[src/core/mclr_pkg.sv]
// Package for the motor control loop event router: constants and carriers
package mclr_pkg;

   // Fetch windows after a reload, in bus cycles
   localparam int unsigned SCHED_FETCH_CYCLES = 7;
   localparam int unsigned ADC_FETCH_CYCLES   = 10;
   localparam logic [3:0]  SCHED_FETCH_LAST   = 4'(SCHED_FETCH_CYCLES);
   localparam logic [3:0]  ADC_FETCH_LAST     = 4'(ADC_FETCH_CYCLES);
   localparam logic [3:0]  WINDOW_RESET       = 4'h0;

   // Reload divider: reload once every N PWM periods
   localparam int unsigned RELOAD_DIV_W   = 4;
   localparam logic [3:0]  PERIOD_CNT_RST = 4'h0;

   // Trigger time base and list
   localparam int unsigned TIME_W        = 16;
   localparam int unsigned LIST_DEPTH    = 4;
   localparam int unsigned LIST_IDX_W    = 2;
   localparam logic [15:0] TIME_BASE_RST = 16'h0000;
   localparam logic [1:0]  LIST_IDX_RST  = 2'h0;

   // Events presented to each converter
   typedef struct packed {
      logic restart;
      logic seq_abort;
      logic trigger;
      logic commit;
   } mclr_adc_evt_t;

   // Events presented to the gate driver
   typedef struct packed {
      logic reload;
      logic async_reload;
   } mclr_gate_evt_t;

   // Scheduler fetch progress states
   typedef enum logic [1:0] {
      MCLR_IDLE,
      MCLR_FETCH,
      MCLR_RUN
   } mclr_sched_state_t;

endpackage

[src/core/mclr_router.sv]
// Motor control loop event router: timer, modulator, scheduler, two converters
`timescale 1ns/1ps
module mclr_router (
   input  wire logic                                  ref_clk,
   input  wire logic                                  rst_n,
   input  wire logic                                  clk_en,
   input  wire logic                                  pwm_period_end,
   input  wire logic [mclr_pkg::RELOAD_DIV_W-1:0]     reload_every,
   input  wire logic                                  compare_channel_zero,
   input  wire logic                                  scheduler_enable,
   input  wire logic                                  scheduler_commit_bit,
   input  wire logic                                  simultaneous,
   input  wire logic                                  list_we,
   input  wire logic [mclr_pkg::LIST_IDX_W-1:0]       list_waddr,
   input  wire logic [mclr_pkg::TIME_W-1:0]           list_wtime,
   input  wire logic                                  list_wsel,
   input  wire logic [mclr_pkg::LIST_IDX_W-1:0]       list_count,
   output mclr_pkg::mclr_adc_evt_t                    adc0_evt,
   output mclr_pkg::mclr_adc_evt_t                    adc1_evt,
   output mclr_pkg::mclr_gate_evt_t                   gate_driver_evt,
   output logic                                       adc0_convert,
   output logic                                       adc1_convert,
   output logic                                       adc0_fetching,
   output logic                                       adc1_fetching,
   output logic                                       sched_fetching,
   output logic [mclr_pkg::TIME_W-1:0]                time_base
);
   import mclr_pkg::*;

   logic [RELOAD_DIV_W-1:0] period_cnt;
   logic                    reload;
   logic                    async_reload;
   logic                    comm_q;
   logic                    loop_restart;
   logic [3:0]              sched_win;
   logic [3:0]              adc_win;
   logic [TIME_W-1:0]       list_time [LIST_DEPTH];
   logic                    list_sel  [LIST_DEPTH];
   logic [LIST_IDX_W-1:0]   list_idx;
   logic                    list_done;
   logic                    hit;
   logic                    trig0;
   logic                    trig1;
   logic                    adc0_armed;
   logic                    adc1_armed;
   mclr_sched_state_t       sched_state;

   // Reload every reload_every+1 periods; zero means every period
   always_ff @(posedge ref_clk) begin
      if (!rst_n) begin
         period_cnt <= PERIOD_CNT_RST;
         reload     <= 1'b0;
      end else if (clk_en) begin
         reload <= 1'b0;
         if (pwm_period_end) begin
            if (period_cnt >= reload_every) begin
               period_cnt <= PERIOD_CNT_RST;
               reload     <= 1'b1;
            end else begin
               period_cnt <= period_cnt + 4'h1;
            end
         end
      end
   end

   // Compare channel is on-chip logic on the same clock: edge gives commutation
   always_ff @(posedge ref_clk) begin
      if (!rst_n) begin
         comm_q       <= 1'b0;
         async_reload <= 1'b0;
      end else if (clk_en) begin
         comm_q       <= compare_channel_zero;
         // Channel toggles on each event, so both edges count
         async_reload <= compare_channel_zero ^ comm_q;
      end
   end

   assign loop_restart = reload | async_reload;

   // Trigger list storage, written by the owning software side
   always_ff @(posedge ref_clk) begin
      if (!rst_n) begin
         for (int i = 0; i < LIST_DEPTH; i++) begin
            list_time[i] <= TIME_BASE_RST;
            list_sel[i]  <= 1'b0;
         end
      end else if (clk_en && list_we) begin
         list_time[list_waddr] <= list_wtime;
         list_sel[list_waddr]  <= list_wsel;
      end
   end

   // Time base restarts on every reload
   always_ff @(posedge ref_clk) begin
      if (!rst_n) begin
         time_base <= TIME_BASE_RST;
      end else if (clk_en) begin
         if (loop_restart) begin
            time_base <= TIME_BASE_RST;
         end else if (scheduler_enable) begin
            time_base <= time_base + 16'h0001;
         end
      end
   end

   // Scheduler fetch window and list walk
   always_ff @(posedge ref_clk) begin
      if (!rst_n) begin
         sched_state <= MCLR_IDLE;
         sched_win   <= WINDOW_RESET;
         list_idx    <= LIST_IDX_RST;
         list_done   <= 1'b0;
      end else if (clk_en) begin
         if (!scheduler_enable) begin
            sched_state <= MCLR_IDLE;
         end else if (loop_restart) begin
            // Async reload reloads the list the same way a reload does
            sched_state <= MCLR_FETCH;
            sched_win   <= WINDOW_RESET;
            list_idx    <= LIST_IDX_RST;
            list_done   <= 1'b0;
         end else begin
            unique case (sched_state)
               MCLR_IDLE: sched_state <= MCLR_IDLE;
               MCLR_FETCH: begin
                  sched_win <= sched_win + 4'h1;
                  if (sched_win + 4'h1 >= SCHED_FETCH_LAST) begin
                     sched_state <= MCLR_RUN;
                  end
               end
               MCLR_RUN: begin
                  if (hit) begin
                     if (list_idx == list_count) begin
                        list_done <= 1'b1;
                     end else begin
                        list_idx <= list_idx + 2'h1;
                     end
                  end
               end
            endcase
         end
      end
   end

   assign sched_fetching = (sched_state == MCLR_FETCH);
   assign hit = scheduler_enable && (sched_state == MCLR_RUN) && !list_done
                && !loop_restart && (time_base == list_time[list_idx]);

   // Trigger pulses; simultaneous mode fires both converters together
   always_ff @(posedge ref_clk) begin
      if (!rst_n) begin
         trig0 <= 1'b0;
         trig1 <= 1'b0;
      end else if (clk_en) begin
         trig0 <= hit && (simultaneous || !list_sel[list_idx]);
         trig1 <= hit && (simultaneous ||  list_sel[list_idx]);
      end
   end

   // Converter command fetch window, shared by both converters
   always_ff @(posedge ref_clk) begin
      if (!rst_n) begin
         adc_win <= WINDOW_RESET;
      end else if (clk_en) begin
         if (reload && scheduler_enable) begin
            adc_win <= ADC_FETCH_LAST;
         end else if (adc_win != WINDOW_RESET) begin
            adc_win <= adc_win - 4'h1;
         end
      end
   end

   assign adc0_fetching = (adc_win != WINDOW_RESET);
   assign adc1_fetching = (adc_win != WINDOW_RESET);

   // A converter is armed once its command fetch window runs out
   always_ff @(posedge ref_clk) begin
      if (!rst_n) begin
         adc0_armed   <= 1'b0;
         adc1_armed   <= 1'b0;
         adc0_convert <= 1'b0;
         adc1_convert <= 1'b0;
      end else if (clk_en) begin
         // A trigger that meets a restart or an abort belongs to the old sequence
         adc0_convert <= trig0 && adc0_armed && !adc0_fetching
                         && !adc0_evt.restart && !adc0_evt.seq_abort;
         adc1_convert <= trig1 && adc1_armed && !adc1_fetching
                         && !adc1_evt.restart && !adc1_evt.seq_abort;
         if (async_reload && scheduler_enable) begin
            adc0_armed <= 1'b0;
            adc1_armed <= 1'b0;
         end else if (adc_win == 4'h1) begin
            adc0_armed <= 1'b1;
            adc1_armed <= 1'b1;
         end
      end
   end

   // Pass-through is combinational: no queuing between modulator and sinks
   always_comb begin
      adc0_evt.restart   = reload & scheduler_enable;
      adc0_evt.seq_abort = async_reload & scheduler_enable;
      adc0_evt.trigger   = trig0;
      adc0_evt.commit    = scheduler_commit_bit;
      adc1_evt.restart   = reload & scheduler_enable;
      adc1_evt.seq_abort = async_reload & scheduler_enable;
      adc1_evt.trigger   = trig1;
      adc1_evt.commit    = scheduler_commit_bit;
      gate_driver_evt.reload       = reload & scheduler_enable;
      gate_driver_evt.async_reload = async_reload & scheduler_enable;
   end
endmodule // mclr_router

[config.mk]
export PLATFORM = sky130hd
export DESIGN_NAME = mclr_router
export DESIGN_NICKNAME = d
export VERILOG_FILES = /design/src/core/mclr_pkg.sv /design/src/core/mclr_router.sv
export SDC_FILE = /design/constraint.sdc
export NUM_CORES = 1
export LEC_CHECK = 0
export ABC_AREA = 1
export BUFFER_PORTS_ARGS = -buffer_cell sky130_fd_sc_hd__buf_2
export CORE_ASPECT_RATIO = 0.9
export CORE_MARGIN = 1.5
export CORE_UTILIZATION = 55
export CTS_CLUSTER_SIZE = 12
export DETAILED_ROUTE_END_ITERATION = 8
export PLACE_DENSITY_LB_ADDON = 0.12
export SETUP_SLACK_MARGIN = 0.1
export SLEW_MARGIN = 10
export SYNTH_ARGS = -nofsm -noshare
export SYNTH_HDL_FRONTEND = slang
export SYNTH_SLANG_ARGS = --single-unit
[constraint.sdc]
create_clock -name ref_clk -period 3 [get_ports ref_clk]
set_input_delay 0.45 -clock ref_clk [delete_from_list [all_inputs] [get_ports ref_clk]]
set_output_delay 0.45 -clock ref_clk [all_outputs]
set_load 0.05 [all_outputs]
==> results of run 1 <==
-- Yosys cell counts --
cell type  count  share of area [%]
xnor2_1        2               0.32
nand3b_1       4               0.55
o21ai_1        3               0.27
nand3_1       61                5.5
nand3_2        3               0.55
o21bai_1       1               0.14
buf_6          7                1.4
and3_1         1               0.11
a211oi_1       2               0.27
nor2_4         1               0.20
inv_4          1               0.11
a21oi_1       28                2.5
a31oi_1        2               0.23
edfxtp_1      65                 35
nor3_2         1               0.18
inv_2          4               0.27
o21a_1         2               0.27
a32o_1         1               0.18
inv_8          1               0.20
o21ai_0       25                2.3
nor2_1       109                7.4
or2_2          1               0.11
a2bb2oi_1      1               0.16
nand4_1        4               0.45
buf_2          2               0.18
buf_4         12                1.6
dfxtp_1       46                 17
a21o_1         1               0.14
nand2_2        4               0.45
nor4_1         2               0.23
nand2_1      163                 11
clkbuf_1       8               0.55
a21boi_0       1               0.14
xor2_1        11                1.7
nor2_2         5               0.57
o21ai_4        1               0.30
nor3_1         4               0.36
ha_1          11                2.5
inv_1         61                4.2
-- logic make-up (layout without fill, tap and decap cells) --
kind of cell             count (synthesis)  after routing  share of synthesized area, %
XOR/XNOR                                13             13                          2.07
AO/OA/AOI/OAI                           68             68                          6.90
buffers and inverters                   96            154                          8.54
AND/OR/NAND/NOR                        363            363                          27.8
flip-flops                             111            111                          52.1
adder cells (fa/ha/maj)                 11             11                          2.50
-- flip-flops by register name (all words and copies together) (netlist names), 2 cells and up, named ones only --
register	cells
adc_win	4
list_idx	2
list_sel	4
list_time	64
period_cnt	4
sched_state	2
sched_win	4
time_base	16
-- stage by stage --
stage / utilization [%] / std cells / cell area, µm²
floorplan: - / 662 / 5510
global placement: 60.2 / 830 / 5840
detailed placement: 60.2 / 830 / 5840
CTS: 61.9 / 846 / 6010
global route: 61.9 / 846 / 6010
finish: 61.9 / 846 / 6010
-- cell type report --
type,count,area (µm²),area share (%)
clock inverter,3,21.3,0.354
clock buffer,13,149,2.48
sequential,111,2870,47.8
inverter,67,262,4.35
tap,126,158,2.62
timing repair buffer,71,380,6.33
multi-input combinational,455,2170,36.0
-- path summary, 6_finish.rpt --
kind | start | to | slack, ps
worst max register to register | flip-flop | flip-flop | 610
worst max-delay path | flip-flop | flip-flop | 610
worst min register to register | adc0_convert$_SDFFE_PN0P_ | adc0_convert$_SDFFE_PN0P_ | 470
worst min-delay path | compare_channel_zero | comm_q$_SDFFE_PN0P_ | 330
-- routing by layer --
layer  part of all wire (%)  vias to the layer above
li1                       -                     2253
met1                     47                     2107
met2                     45                      125
met3                    6.4                       11
met4                   0.82                        0
met5                      0                        -
-- worst register-to-register path, delay by kind of cell (launching register included) --
family | cells | cell delay, ps
xor+xnor | 1 | 140
buf+inv | 1 | 360
flops | 1 | 790
simple gates | 10 | 990
-- where the power goes --
part / leakage, nW / internal, W / total, W / switching [W]
registers: 0.998 / 0.00171 / 0.00176 / 0.0000529
logic: 1.55 / 0.000172 / 0.000589 / 0.000417
clock network: 0.0836 / 0.000327 / 0.000819 / 0.000492
-- cells in the final DEF, fill, tap and decap left out, types with 2 or more instances in the layout --
master	instances
a21oi_1	28
edfxtp_1	65
buf_2	61
nor4_1	2
inv_2	4
nand3_1	61
nand3b_1	4
inv_1	61
a211oi_1	2
ha_1	11
nand2_1	163
nor2_1	109
clkbuf_1	3
nand3_2	3
o21ai_1	4
dfxtp_1	46
nand4_1	4
nor3_1	4
o21a_1	2
nor2_2	5
xor2_1	11
nand2_2	4
clkbuf_8	10
xnor2_1	2
a31oi_1	2
buf_4	10
o21ai_0	24
==> metrics.txt, run 1 <==
# TYPE chip_impl_metric gauge
chip_impl_info{name="run_status",value="completed"} 1
chip_impl_metric{name="crit_arrival",unit="ps"} 2660
chip_impl_info{name="worst_path_max_delay_cell",value="dfxtp_1"} 1
chip_impl_metric{name="mappedNetlistNets",unit=""} 707
chip_impl_info{name="worstSetupStartpointType",value="flip-flop"} 1
chip_impl_metric{name="timing.reg2reg.worst_path_depth",unit=""} 12
chip_impl_metric{name="fin_nets",unit=""} 760
chip_impl_metric{name="fin_crit",unit="ps"} 2390
chip_impl_info{name="timing.critical_path.cells",value="buf_4 > nand2_1 > nand3_1 > nand2_1 > xor2_1 > nand2_1 > nor2_1 > nand3_2 > nand2_2 > nand2_2 > nor2_1 > nor2_1"} 1
chip_impl_metric{name="die_width",unit="µm"} 108
chip_impl_metric{name="cts.htree.levels",unit=""} 3
chip_impl_metric{name="n_antenna_cell",unit=""} 0
chip_impl_metric{name="clock_sink_count",unit=""} 111
chip_impl_metric{name="gr-usage-all-layers",unit="%"} 24.7
chip_impl_metric{name="detailed_route_iter0_violations",unit=""} 355
chip_impl_info{name="min-delay-path-class",value="in -> reg"} 1
chip_impl_metric{name="max_slew.worst_pin.slew",unit="ps"} 715
chip_impl_metric{name="cpPeakStageDelay",unit="ps"} 790
chip_impl_metric{name="synth.cell_area",unit="mm²"} 0.00551
chip_impl_metric{name="hold-worst-slack",unit="ps"} 326
chip_impl_metric{name="cts_setup_buffers",unit=""} 0
chip_impl_metric{name="die_h",unit="µm"} 97.9
chip_impl_metric{name="syn_inst",unit=""} 662
chip_impl_metric{name="postCtsResizedCells",unit=""} 0
chip_impl_info{name="critical_path.endpoint_type",value="flip-flop"} 1
chip_impl_metric{name="ratio_of_routed_vias_to_standard_cells",unit=""} 5.31
chip_impl_metric{name="num_rows",unit=""} 34
chip_impl_metric{name="detailedPlace.worstSlack",unit="ps"} 649
chip_impl_metric{name="final_count_of_negative_setup_slack_endpoints",unit=""} 0
chip_impl_metric{name="cts_buffers",unit=""} 9
chip_impl_metric{name="drv.max_cap_violation_count",unit=""} 0
chip_impl_metric{name="cp_num_buf_inv",unit=""} 1
chip_impl_metric{name="num_vias",unit=""} 4496
chip_impl_info{name="clock_tree.root_cell",value="clkbuf_8"} 1
chip_impl_metric{name="skew",unit="ps"} 7.97
chip_impl_metric{name="worst_slew_margin_rel",unit="%"} 52.3
chip_impl_metric{name="netlist-cell-type-count",unit=""} 39
chip_impl_metric{name="port_buffers",unit=""} 61
chip_impl_metric{name="cts_hold_buffers",unit=""} 0
chip_impl_metric{name="grt_pass1_vias",unit=""} 4111
chip_impl_metric{name="worstPathMaxFanout",unit=""} 20
chip_impl_info{name="cts_tree",value="yes"} 1
chip_impl_metric{name="use_met1",unit="%"} 35.5
chip_impl_metric{name="fillers",unit=""} 889
chip_impl_metric{name="seq_area_frac_synth",unit="%"} 52.1
chip_impl_info{name="grt_setup_unrepaired",value="no"} 1
chip_impl_metric{name="final.setup.worst_slack",unit="ps"} 607
chip_impl_metric{name="grt_first_pass_wirelength",unit="mm"} 20.2
chip_impl_metric{name="globalRouteMet3Util",unit="%"} 4.81
chip_impl_metric{name="timing.critical_path.required",unit="ps"} 3270
chip_impl_metric{name="final_setup_tns",unit="ps"} 0
chip_impl_metric{name="gpl.final_weighted_congestion",unit=""} 0.863
chip_impl_metric{name="max-vdd-ir-drop",unit="V"} 0.000301
chip_impl_metric{name="clock_path_buffers",unit=""} 2
chip_impl_metric{name="number_of_remaining_drc_errors",unit=""} 0
chip_impl_metric{name="layout-area-overhead-vs-synth",unit="%"} 9.06
chip_impl_metric{name="grt_util_met2",unit="%"} 38.0
chip_impl_metric{name="leakage_power",unit="nW"} 2.64
chip_impl_metric{name="final_antenna_net_count",unit=""} 0
chip_impl_metric{name="io_pins",unit=""} 65
chip_impl_metric{name="min_path_cells",unit=""} 3
chip_impl_metric{name="drive_above_1_share",unit="%"} 14.7
chip_impl_metric{name="worst-path-stages",unit=""} 12
chip_impl_metric{name="largest_net_degree_at_the_start_of_global_routing",unit=""} 35
chip_impl_metric{name="clock.fmax",unit="GHz"} 0.418
chip_impl_metric{name="clkTransAtPathRegs",unit="ps"} 100
chip_impl_info{name="critPathKind",value="reg -> reg"} 1
chip_impl_metric{name="detail_route.wl_per_cell",unit="µm"} 14.9
chip_impl_metric{name="ys_seq_elements",unit=""} 111
chip_impl_metric{name="maxSlewViolCount",unit=""} 0
chip_impl_metric{name="gr-total-overflow",unit=""} 0
chip_impl_metric{name="layout_worst_path_cycle_share",unit="%"} 79.8
chip_impl_metric{name="detailedRoute.firstPassIterationCount",unit=""} 5
chip_impl_metric{name="power_per_cell_area",unit="mW/mm²"} 527
chip_impl_metric{name="die-area",unit="mm²"} 0.0106
chip_impl_metric{name="yosys_warnings",unit=""} 0
chip_impl_metric{name="detailed_placer_s_ending_hpwl",unit="mm"} 8.79
chip_impl_metric{name="fin_total_pwr",unit="W"} 0.00317
chip_impl_metric{name="coreArea",unit="mm²"} 0.00970
chip_impl_metric{name="syn_avg_cell_area",unit="µm²"} 8.32
chip_impl_metric{name="worstSkewPairLatency",unit="ps"} 370
chip_impl_info{name="cell_type_group_with_the_largest_total_delay_on_the_critical_path",value="simple AND/OR/NAND/NOR gates"} 1
chip_impl_metric{name="report.final.hold_viol_count",unit=""} 0
chip_impl_metric{name="initial_antenna_violation_count",unit=""} 0
chip_impl_metric{name="wirelength",unit="mm"} 12.6
chip_impl_metric{name="starting_density_of_the_core",unit="%"} 56.8
chip_impl_info{name="top_usage_layer",value="met2"} 1
No activity file was read; power rests on OpenSTA's default activity.
==> inputs of run 2 (changes only) <==
--- a/config.mk
+++ b/config.mk
@@ -9,7 +9,7 @@
 export BUFFER_PORTS_ARGS = -buffer_cell sky130_fd_sc_hd__buf_2
 export CORE_ASPECT_RATIO = 0.9
 export CORE_MARGIN = 1.5
-export CORE_UTILIZATION = 55
+export CORE_UTILIZATION = 53
 export CTS_CLUSTER_SIZE = 12
 export DETAILED_ROUTE_END_ITERATION = 8
 export PLACE_DENSITY_LB_ADDON = 0.12
==> constraint.sdc (replaced) <==
create_clock -name ref_clk -period 2.2 [get_ports ref_clk]
set_input_delay 0.33 -clock ref_clk [delete_from_list [all_inputs] [get_ports ref_clk]]
set_output_delay 0.33 -clock ref_clk [all_outputs]
set_load 0.05 [all_outputs]
==> run 2 against run 1 <==
- power is 56% higher
- cell count up 1.7%
- cell area grew 5.3%
- clock skew is 4.0 ps higher
- via count grew 1.9%
- worst setup slack worse by 340 ps
- sequential power grew 36%
- critical path type unchanged
==> metrics.txt, run 2 (synthesis results as in run 1) <==
# TYPE chip_impl_metric gauge
chip_impl_info{name="run_status",value="completed"} 1
chip_impl_metric{name="gr-usage-all-layers",unit="%"} 24.4
chip_impl_metric{name="num_vias",unit=""} 4583
chip_impl_metric{name="cts.htree.levels",unit=""} 3
chip_impl_metric{name="detailed_route_iter0_violations",unit=""} 457
chip_impl_metric{name="gr-total-overflow",unit=""} 0
chip_impl_metric{name="finish.utilization",unit="%"} 62.3
chip_impl_metric{name="fin_crit",unit="ps"} 1930
chip_impl_metric{name="worstSkewPairLatency",unit="ps"} 350
chip_impl_metric{name="coreArea",unit="mm²"} 0.0102
chip_impl_metric{name="combinationalPowerShare",unit="%"} 16.8
chip_impl_metric{name="layout-area-overhead-vs-synth",unit="%"} 14.9
chip_impl_metric{name="worst_slew_margin_rel",unit="%"} 47.8
chip_impl_metric{name="gpl.final_weighted_congestion",unit=""} 0.833
chip_impl_metric{name="grt_pass1_vias",unit=""} 4306
chip_impl_metric{name="crit_arrival",unit="ps"} 2170
chip_impl_metric{name="report.final.hold_viol_count",unit=""} 0
chip_impl_metric{name="clock_sink_count",unit=""} 111
chip_impl_metric{name="timing.reg2reg.worst_path_depth",unit=""} 14
chip_impl_metric{name="clkTransAtPathRegs",unit="ps"} 70
chip_impl_info{name="final_cell_mix",value="nand2_1 (163), nor2_1 (109), edfxtp_1 (65)"} 1
chip_impl_metric{name="largest_reg_flops",unit=""} 64
chip_impl_info{name="endpoint",value="list_idx[1]$_SDFFE_PN0P_"} 1
chip_impl_metric{name="cell_internal_pwr",unit="W"} 0.00354
chip_impl_info{name="critPathKind",value="reg -> reg"} 1
chip_impl_metric{name="detail_route.wl_per_cell",unit="µm"} 15.4
chip_impl_metric{name="power_frac_clock",unit="%"} 34.7
chip_impl_metric{name="ratio_of_routed_vias_to_standard_cells",unit=""} 5.33
chip_impl_metric{name="final.setup.worst_slack",unit="ps"} 268
chip_impl_metric{name="max_slew.worst_pin.slew",unit="ps"} 780
chip_impl_metric{name="total_switching_power",unit="W"} 0.00139
chip_impl_metric{name="cts_buffers",unit=""} 9
chip_impl_metric{name="final_setup_tns",unit="ps"} 0
chip_impl_metric{name="grt_first_pass_wirelength",unit="mm"} 21.2
chip_impl_metric{name="max-vdd-ir-drop",unit="V"} 0.000563
chip_impl_metric{name="largest_net_degree_at_the_start_of_global_routing",unit=""} 36
chip_impl_metric{name="sw_frac_of_total",unit="%"} 28.2
chip_impl_metric{name="detailedPlace.worstSlack",unit="ps"} 287
chip_impl_metric{name="wirelength",unit="mm"} 13.3
chip_impl_metric{name="reg2reg_setup_slack",unit="ps"} 270
chip_impl_metric{name="clock_path_buffers",unit=""} 2
chip_impl_metric{name="layout.cell_area.non_filler",unit="mm²"} 0.00633
chip_impl_metric{name="die-area",unit="mm²"} 0.0110
chip_impl_info{name="worst_path_max_delay_cell",value="dfxtp_4"} 1
chip_impl_metric{name="initial_antenna_violation_count",unit=""} 0
chip_impl_metric{name="skew",unit="ps"} 11.9
chip_impl_metric{name="worst-path-stages",unit=""} 14
chip_impl_metric{name="port_buffers",unit=""} 61
chip_impl_info{name="min-delay-path-class",value="in -> reg"} 1
chip_impl_metric{name="die_h",unit="µm"} 99.7
chip_impl_metric{name="die_width",unit="µm"} 110
chip_impl_metric{name="cp_num_buf_inv",unit=""} 2
chip_impl_metric{name="cpPeakStageDelay",unit="ps"} 360
chip_impl_metric{name="drv.max_cap_violation_count",unit=""} 0
chip_impl_metric{name="io_pins",unit=""} 65
chip_impl_metric{name="maxSlewViolCount",unit=""} 0
chip_impl_info{name="timing.rr.end",value="list_idx[1]$_SDFFE_PN0P_"} 1
chip_impl_metric{name="fin_nets",unit=""} 771
chip_impl_metric{name="final_count_of_negative_setup_slack_endpoints",unit=""} 0
chip_impl_metric{name="clock.fmax",unit="GHz"} 0.518
chip_impl_metric{name="p_seq_share",unit="%"} 48.6
chip_impl_metric{name="n_antenna_cell",unit=""} 0
chip_impl_metric{name="detailedRoute.firstPassIterationCount",unit=""} 5
chip_impl_metric{name="leakage_power",unit="nW"} 2.79
chip_impl_info{name="layout_top_registers",value="list_time (64), time_base (16)"} 1
chip_impl_info{name="cell_type_group_with_the_largest_total_delay_on_the_critical_path",value="simple AND/OR/NAND/NOR gates"} 1
chip_impl_metric{name="number_of_remaining_drc_errors",unit=""} 0
chip_impl_metric{name="timing.critical_path.required",unit="ps"} 2440
chip_impl_info{name="max_flop_register",value="list_time"} 1
chip_impl_metric{name="starting_density_of_the_core",unit="%"} 54.2
chip_impl_metric{name="final_antenna_net_count",unit=""} 0
chip_impl_metric{name="placement.cell_area",unit="mm²"} 0.00590
chip_impl_info{name="cts_tree",value="yes"} 1
chip_impl_metric{name="drive_above_1_share",unit="%"} 16.6
chip_impl_info{name="clock_tree.root_cell",value="clkbuf_16"} 1
chip_impl_info{name="layout_commonest_cell",value="nand2_1"} 1
chip_impl_metric{name="worstPathMaxFanout",unit=""} 17
chip_impl_metric{name="layout_worst_path_cycle_share",unit="%"} 87.8
chip_impl_metric{name="detailed_placer_s_ending_hpwl",unit="mm"} 9.03
chip_impl_info{name="timing.critical_path.cells",value="buf_4 > clkbuf_16 > nand2_1 > nand3_1 > nand3_1 > nand2_1 > nor2_1 > nand2_1 > nor2_2 > nand3_2 > nand2_2 > nand2_2 > nor2_1 > nor2_1"} 1
chip_impl_info{name="critical_path.endpoint_type",value="flip-flop"} 1
chip_impl_info{name="grt_setup_unrepaired",value="no"} 1
chip_impl_metric{name="num_rows",unit=""} 35
chip_impl_metric{name="power_per_cell_area",unit="mW/mm²"} 780
chip_impl_info{name="worstSetupStartpointType",value="flip-flop"} 1
-- run 2: worst min-delay path, stage by stage --
cell and delay (ps):
buf_2 100, nor2_1 40, nor2_1 80
-- run 2: worst min-delay path by stage --
stage / depth (start not counted) / end / startpoint / slack (ps)
2_1_floorplan: 2 / list_done$_SDFFE_PN0P_ / list_done$_SDFFE_PN0P_ / 430
3_3_place_gp: 2 / list_done$_SDFFE_PN0P_ / list_done$_SDFFE_PN0P_ / 440
3_5_place_dp: 2 / adc1_convert$_SDFFE_PN0P_ / adc1_convert$_SDFFE_PN0P_ / 460
4_1_cts: 3 / comm_q$_SDFFE_PN0P_ / compare_channel_zero / 240
5_1_grt: 3 / comm_q$_SDFFE_PN0P_ / compare_channel_zero / 270
6_report: 3 / comm_q$_SDFFE_PN0P_ / compare_channel_zero / 240
-- run 2: final cells by class --
cell class / count / area, µm²
multi-input combinational: 455 / 2170
clock inverter: 5 / 61.3
clock buffer: 11 / 254
tap: 129 / 161
timing repair buffer: 82 / 523
inverter: 67 / 280
sequential: 111 / 2880
fill: 928 / 3830
-- run 2: metrics by stage --
step,total power (W),hold slack (ps),cells
2_1_floorplan,0.00307,434,662
3_3_place_gp,0.00324,443,839
3_5_place_dp,0.00325,458,839
4_1_cts,0.00495,237,855
5_1_grt,0.00515,271,860
6_report,0.00494,240,860
-- run 2: timing repair --
action | 4_1_cts | 5_1_grt
buffers inserted | 0 | 3
hold buffers | 0 | 0
resized for setup | 0 | 7
endpoints found under the setup margin | 0 | 5
-- run 2: power by group through the flow --
stage	combinational [W]	clock [W]	sequential (W)
final	0.000827	0.00171	0.00240
after global routing	0.000918	0.00182	0.00241
after CTS	0.000814	0.00174	0.00240
after detailed placement	0.000809	0	0.00245
after global placement	0.000793	0	0.00244
after floorplan	0.000641	0	0.00243
-- run 2: layer usage --
metal / vias up / share of wire (%) / track usage (%)
met5: - / 0 / 0
li1: 2269 / - / -
met4: 0 / 1.1 / 6.71
met1: 2163 / 46 / 33.9
met2: 137 / 47 / 40.0
met3: 14 / 6.1 / 4.14
==> inputs of run 3 (changes only) <==
--- a/config.mk
+++ b/config.mk
@@ -9,7 +9,7 @@
 export BUFFER_PORTS_ARGS = -buffer_cell sky130_fd_sc_hd__buf_2
 export CORE_ASPECT_RATIO = 0.9
 export CORE_MARGIN = 1.5
-export CORE_UTILIZATION = 53
+export CORE_UTILIZATION = 55
 export CTS_CLUSTER_SIZE = 12
 export DETAILED_ROUTE_END_ITERATION = 8
 export PLACE_DENSITY_LB_ADDON = 0.12
==> constraint.sdc (replaced) <==
create_clock -name ref_clk -period 2.3 [get_ports ref_clk]
set_input_delay 0.345 -clock ref_clk [delete_from_list [all_inputs] [get_ports ref_clk]]
set_output_delay 0.345 -clock ref_clk [all_outputs]
set_load 0.05 [all_outputs]
==> run 3 against run 2 <==
- clock power fell by 26%
- wire length is 4.8% lower
- maximum frequency down 6.9%
==> metrics.txt, run 3 (synthesis results as in run 1) <==
# TYPE chip_impl_metric gauge
chip_impl_metric{name="detailed_placer_s_ending_hpwl",unit="mm"} 8.74
chip_impl_info{name="max_flop_register",value="list_time"} 1
chip_impl_metric{name="routed-wl-met2",unit="mm"} 5.76
chip_impl_metric{name="coreArea",unit="mm²"} 0.00970
chip_impl_metric{name="detail_route.wl_per_cell",unit="µm"} 14.8
chip_impl_info{name="worstSetupStartpointType",value="flip-flop"} 1
chip_impl_metric{name="fin_crit",unit="ps"} 2080
chip_impl_metric{name="fillers",unit=""} 882
chip_impl_info{name="critical_path.endpoint_type",value="flip-flop"} 1
chip_impl_metric{name="power_per_cell_area",unit="mW/mm²"} 710
chip_impl_metric{name="cts_buffers",unit=""} 9
chip_impl_info{name="grt_setup_unrepaired",value="no"} 1
chip_impl_info{name="final_cell_mix",value="nand2_1 (163), nor2_1 (109), edfxtp_1 (65)"} 1
chip_impl_info{name="clock_tree.root_cell",value="clkbuf_8"} 1
chip_impl_metric{name="die_width",unit="µm"} 108
chip_impl_metric{name="layout-area-overhead-vs-synth",unit="%"} 10.6
chip_impl_metric{name="hold-worst-slack",unit="ps"} 210
chip_impl_info{name="timing.critical_path.cells",value="buf_4 > nand2_1 > nand3_1 > nand2_1 > nand2_1 > nand2_1 > nor2_1 > nand2_1 > nor2_2 > nand3_2 > nand2_2 > nand2_2 > nor2_1 > nor2_1"} 1
chip_impl_metric{name="final_antenna_net_count",unit=""} 0
chip_impl_metric{name="num_vias",unit=""} 4494
chip_impl_metric{name="gr-total-overflow",unit=""} 0
chip_impl_metric{name="largest_net_degree_at_the_start_of_global_routing",unit=""} 35
chip_impl_metric{name="clkTransAtPathRegs",unit="ps"} 100
chip_impl_metric{name="starting_density_of_the_core",unit="%"} 56.8
chip_impl_metric{name="final_setup_tns",unit="ps"} 0
chip_impl_metric{name="port_buffers",unit=""} 61
chip_impl_metric{name="fin_nets",unit=""} 765
chip_impl_metric{name="io_pins",unit=""} 65
chip_impl_metric{name="max_slew.worst_pin.slew",unit="ps"} 386
chip_impl_metric{name="worst_slew_margin_rel",unit="%"} 74.0
chip_impl_metric{name="reg2reg_setup_slack",unit="ps"} 220
chip_impl_metric{name="worstSkewPairLatency",unit="ps"} 390
chip_impl_metric{name="detail_route.wirelength.met1",unit="mm"} 5.86
chip_impl_metric{name="leakage_power",unit="nW"} 2.68
chip_impl_info{name="critPathMostFrequentCell",value="nand2_1"} 1
chip_impl_metric{name="clock_path_buffers",unit=""} 2
chip_impl_info{name="worst_path_max_delay_cell",value="dfxtp_1"} 1
chip_impl_metric{name="drive_above_1_share",unit="%"} 15.7
chip_impl_metric{name="initial_antenna_violation_count",unit=""} 0
chip_impl_info{name="cell_type_group_with_the_largest_total_delay_on_the_critical_path",value="simple AND/OR/NAND/NOR gates"} 1
chip_impl_metric{name="worstPathMaxFanout",unit=""} 10
chip_impl_metric{name="timing.reg2reg.worst_path_depth",unit=""} 14
chip_impl_metric{name="n_antenna_cell",unit=""} 0
chip_impl_metric{name="min_path_cells",unit=""} 3
chip_impl_metric{name="die-area",unit="mm²"} 0.0106
chip_impl_metric{name="layout_worst_path_cycle_share",unit="%"} 90.2
chip_impl_metric{name="clock_sink_count",unit=""} 111
chip_impl_metric{name="number_of_remaining_drc_errors",unit=""} 0
chip_impl_metric{name="num_rows",unit=""} 34
chip_impl_metric{name="detailed_route_iter0_violations",unit=""} 305
chip_impl_metric{name="die_h",unit="µm"} 97.9
chip_impl_info{name="run_status",value="completed"} 1
chip_impl_metric{name="final_count_of_negative_setup_slack_endpoints",unit=""} 0
chip_impl_metric{name="grt_pass1_vias",unit=""} 4094
chip_impl_info{name="min-delay-path-class",value="in -> reg"} 1
chip_impl_metric{name="skew",unit="ps"} 9.63
chip_impl_metric{name="cpPeakStageDelay",unit="ps"} 490
chip_impl_metric{name="largest_reg_flops",unit=""} 64
chip_impl_info{name="hold_end",value="comm_q$_SDFFE_PN0P_"} 1
chip_impl_info{name="layout_commonest_cell",value="nand2_1"} 1
chip_impl_info{name="timing.hold.worst.start",value="compare_channel_zero"} 1
chip_impl_info{name="layout_top_registers",value="list_time (64), time_base (16)"} 1
chip_impl_metric{name="detailedRoute.firstPassIterationCount",unit=""} 4
chip_impl_metric{name="cts_hold_buffers",unit=""} 0
chip_impl_metric{name="cts.htree.levels",unit=""} 3
chip_impl_metric{name="drv.max_cap_violation_count",unit=""} 0
chip_impl_metric{name="wl_met3",unit="µm"} 820
chip_impl_metric{name="crit_arrival",unit="ps"} 2370
chip_impl_metric{name="cp_num_buf_inv",unit=""} 1
chip_impl_info{name="maxUsedRoutingLayer",value="met4"} 1
chip_impl_metric{name="clock.fmax",unit="GHz"} 0.482
chip_impl_metric{name="wirelength",unit="mm"} 12.6
chip_impl_info{name="cts_tree",value="yes"} 1
chip_impl_metric{name="fin_total_pwr",unit="W"} 0.00432
chip_impl_metric{name="max-vdd-ir-drop",unit="V"} 0.000441
chip_impl_metric{name="gpl.final_weighted_congestion",unit=""} 0.858
chip_impl_metric{name="ratio_of_routed_vias_to_standard_cells",unit=""} 5.28
chip_impl_metric{name="maxSlewViolCount",unit=""} 0
chip_impl_metric{name="report.final.hold_viol_count",unit=""} 0
chip_impl_metric{name="gr-usage-all-layers",unit="%"} 25.0
chip_impl_metric{name="timing.critical_path.required",unit="ps"} 2590
chip_impl_metric{name="grt_first_pass_wirelength",unit="mm"} 20.1
chip_impl_info{name="critPathKind",value="reg -> reg"} 1
[run 3: changes by cell type in the layout (fill, tap and decap cells not counted), moves of 2 or more]
cell       delta
buf_12        -2
buf_4         -3
clkbuf_16    -12
clkbuf_8      +9
clkinv_2      +2
inv_6         -3
[run 3: through the flow]
step                std cells  worst slack, ps  util, %  instance area, µm²
floorplan                 662              225        -                5510
global placement          835              204     60.6                5880
detailed placement        835              155     60.6                5880
CTS                       851              271     62.8                6090
global route              851             91.7     62.8                6090
finish                    851              225     62.8                6090
[run 3: cell type report]
cell class,count,area (µm²),share of cell area (%)
inverters,67,262,4.29
clock inverters,7,87.6,1.44
flip-flops and latches,111,2870,47.2
repair buffers,76,422,6.92
multi-input cells,455,2170,35.6
clock buffers,9,124,2.03
well taps,126,158,2.59
[run 3: timing repair]
item | 4_1_cts | 5_1_grt
endpoints found under the setup margin | 0 | 2
resized for setup | 0 | 1
buffers inserted | 0 | 0
[run 3: power breakdown]
group          internal, W  leakage, nW  switching (W)
sequential         0.00223        0.998      0.0000662
clock             0.000605        0.105       0.000659
combinational     0.000230         1.58       0.000536
total              0.00306         2.68        0.00126
[run 3: worst max-delay path by stage]
stage              start  depth (start not counted)                       endpoint  slack (ps)
5_1_grt        flip-flop                         14                      flip-flop          90
3_5_place_dp      clk_en                         14                      flip-flop         160
3_3_place_gp      clk_en                         14       list_idx[1]$_SDFFE_PN0P_         200
6_report       flip-flop                         14                      flip-flop         220
2_1_floorplan      rst_n                          8  list_time[0][0]$_SDFFCE_PN0P_         230
4_1_cts        flip-flop                         12                      flip-flop         270
[run 3: layer usage]
layer  up-vias  track usage [%]
met3        15             5.94
li1       2260                -
met5         -                0
met2       136             39.0
met4         0             8.40
met1      2083             34.2
[run 3: worst min-delay path: stages]
cell,delay [ps]
buf_2,100
nor2_1,40
nor2_1,80
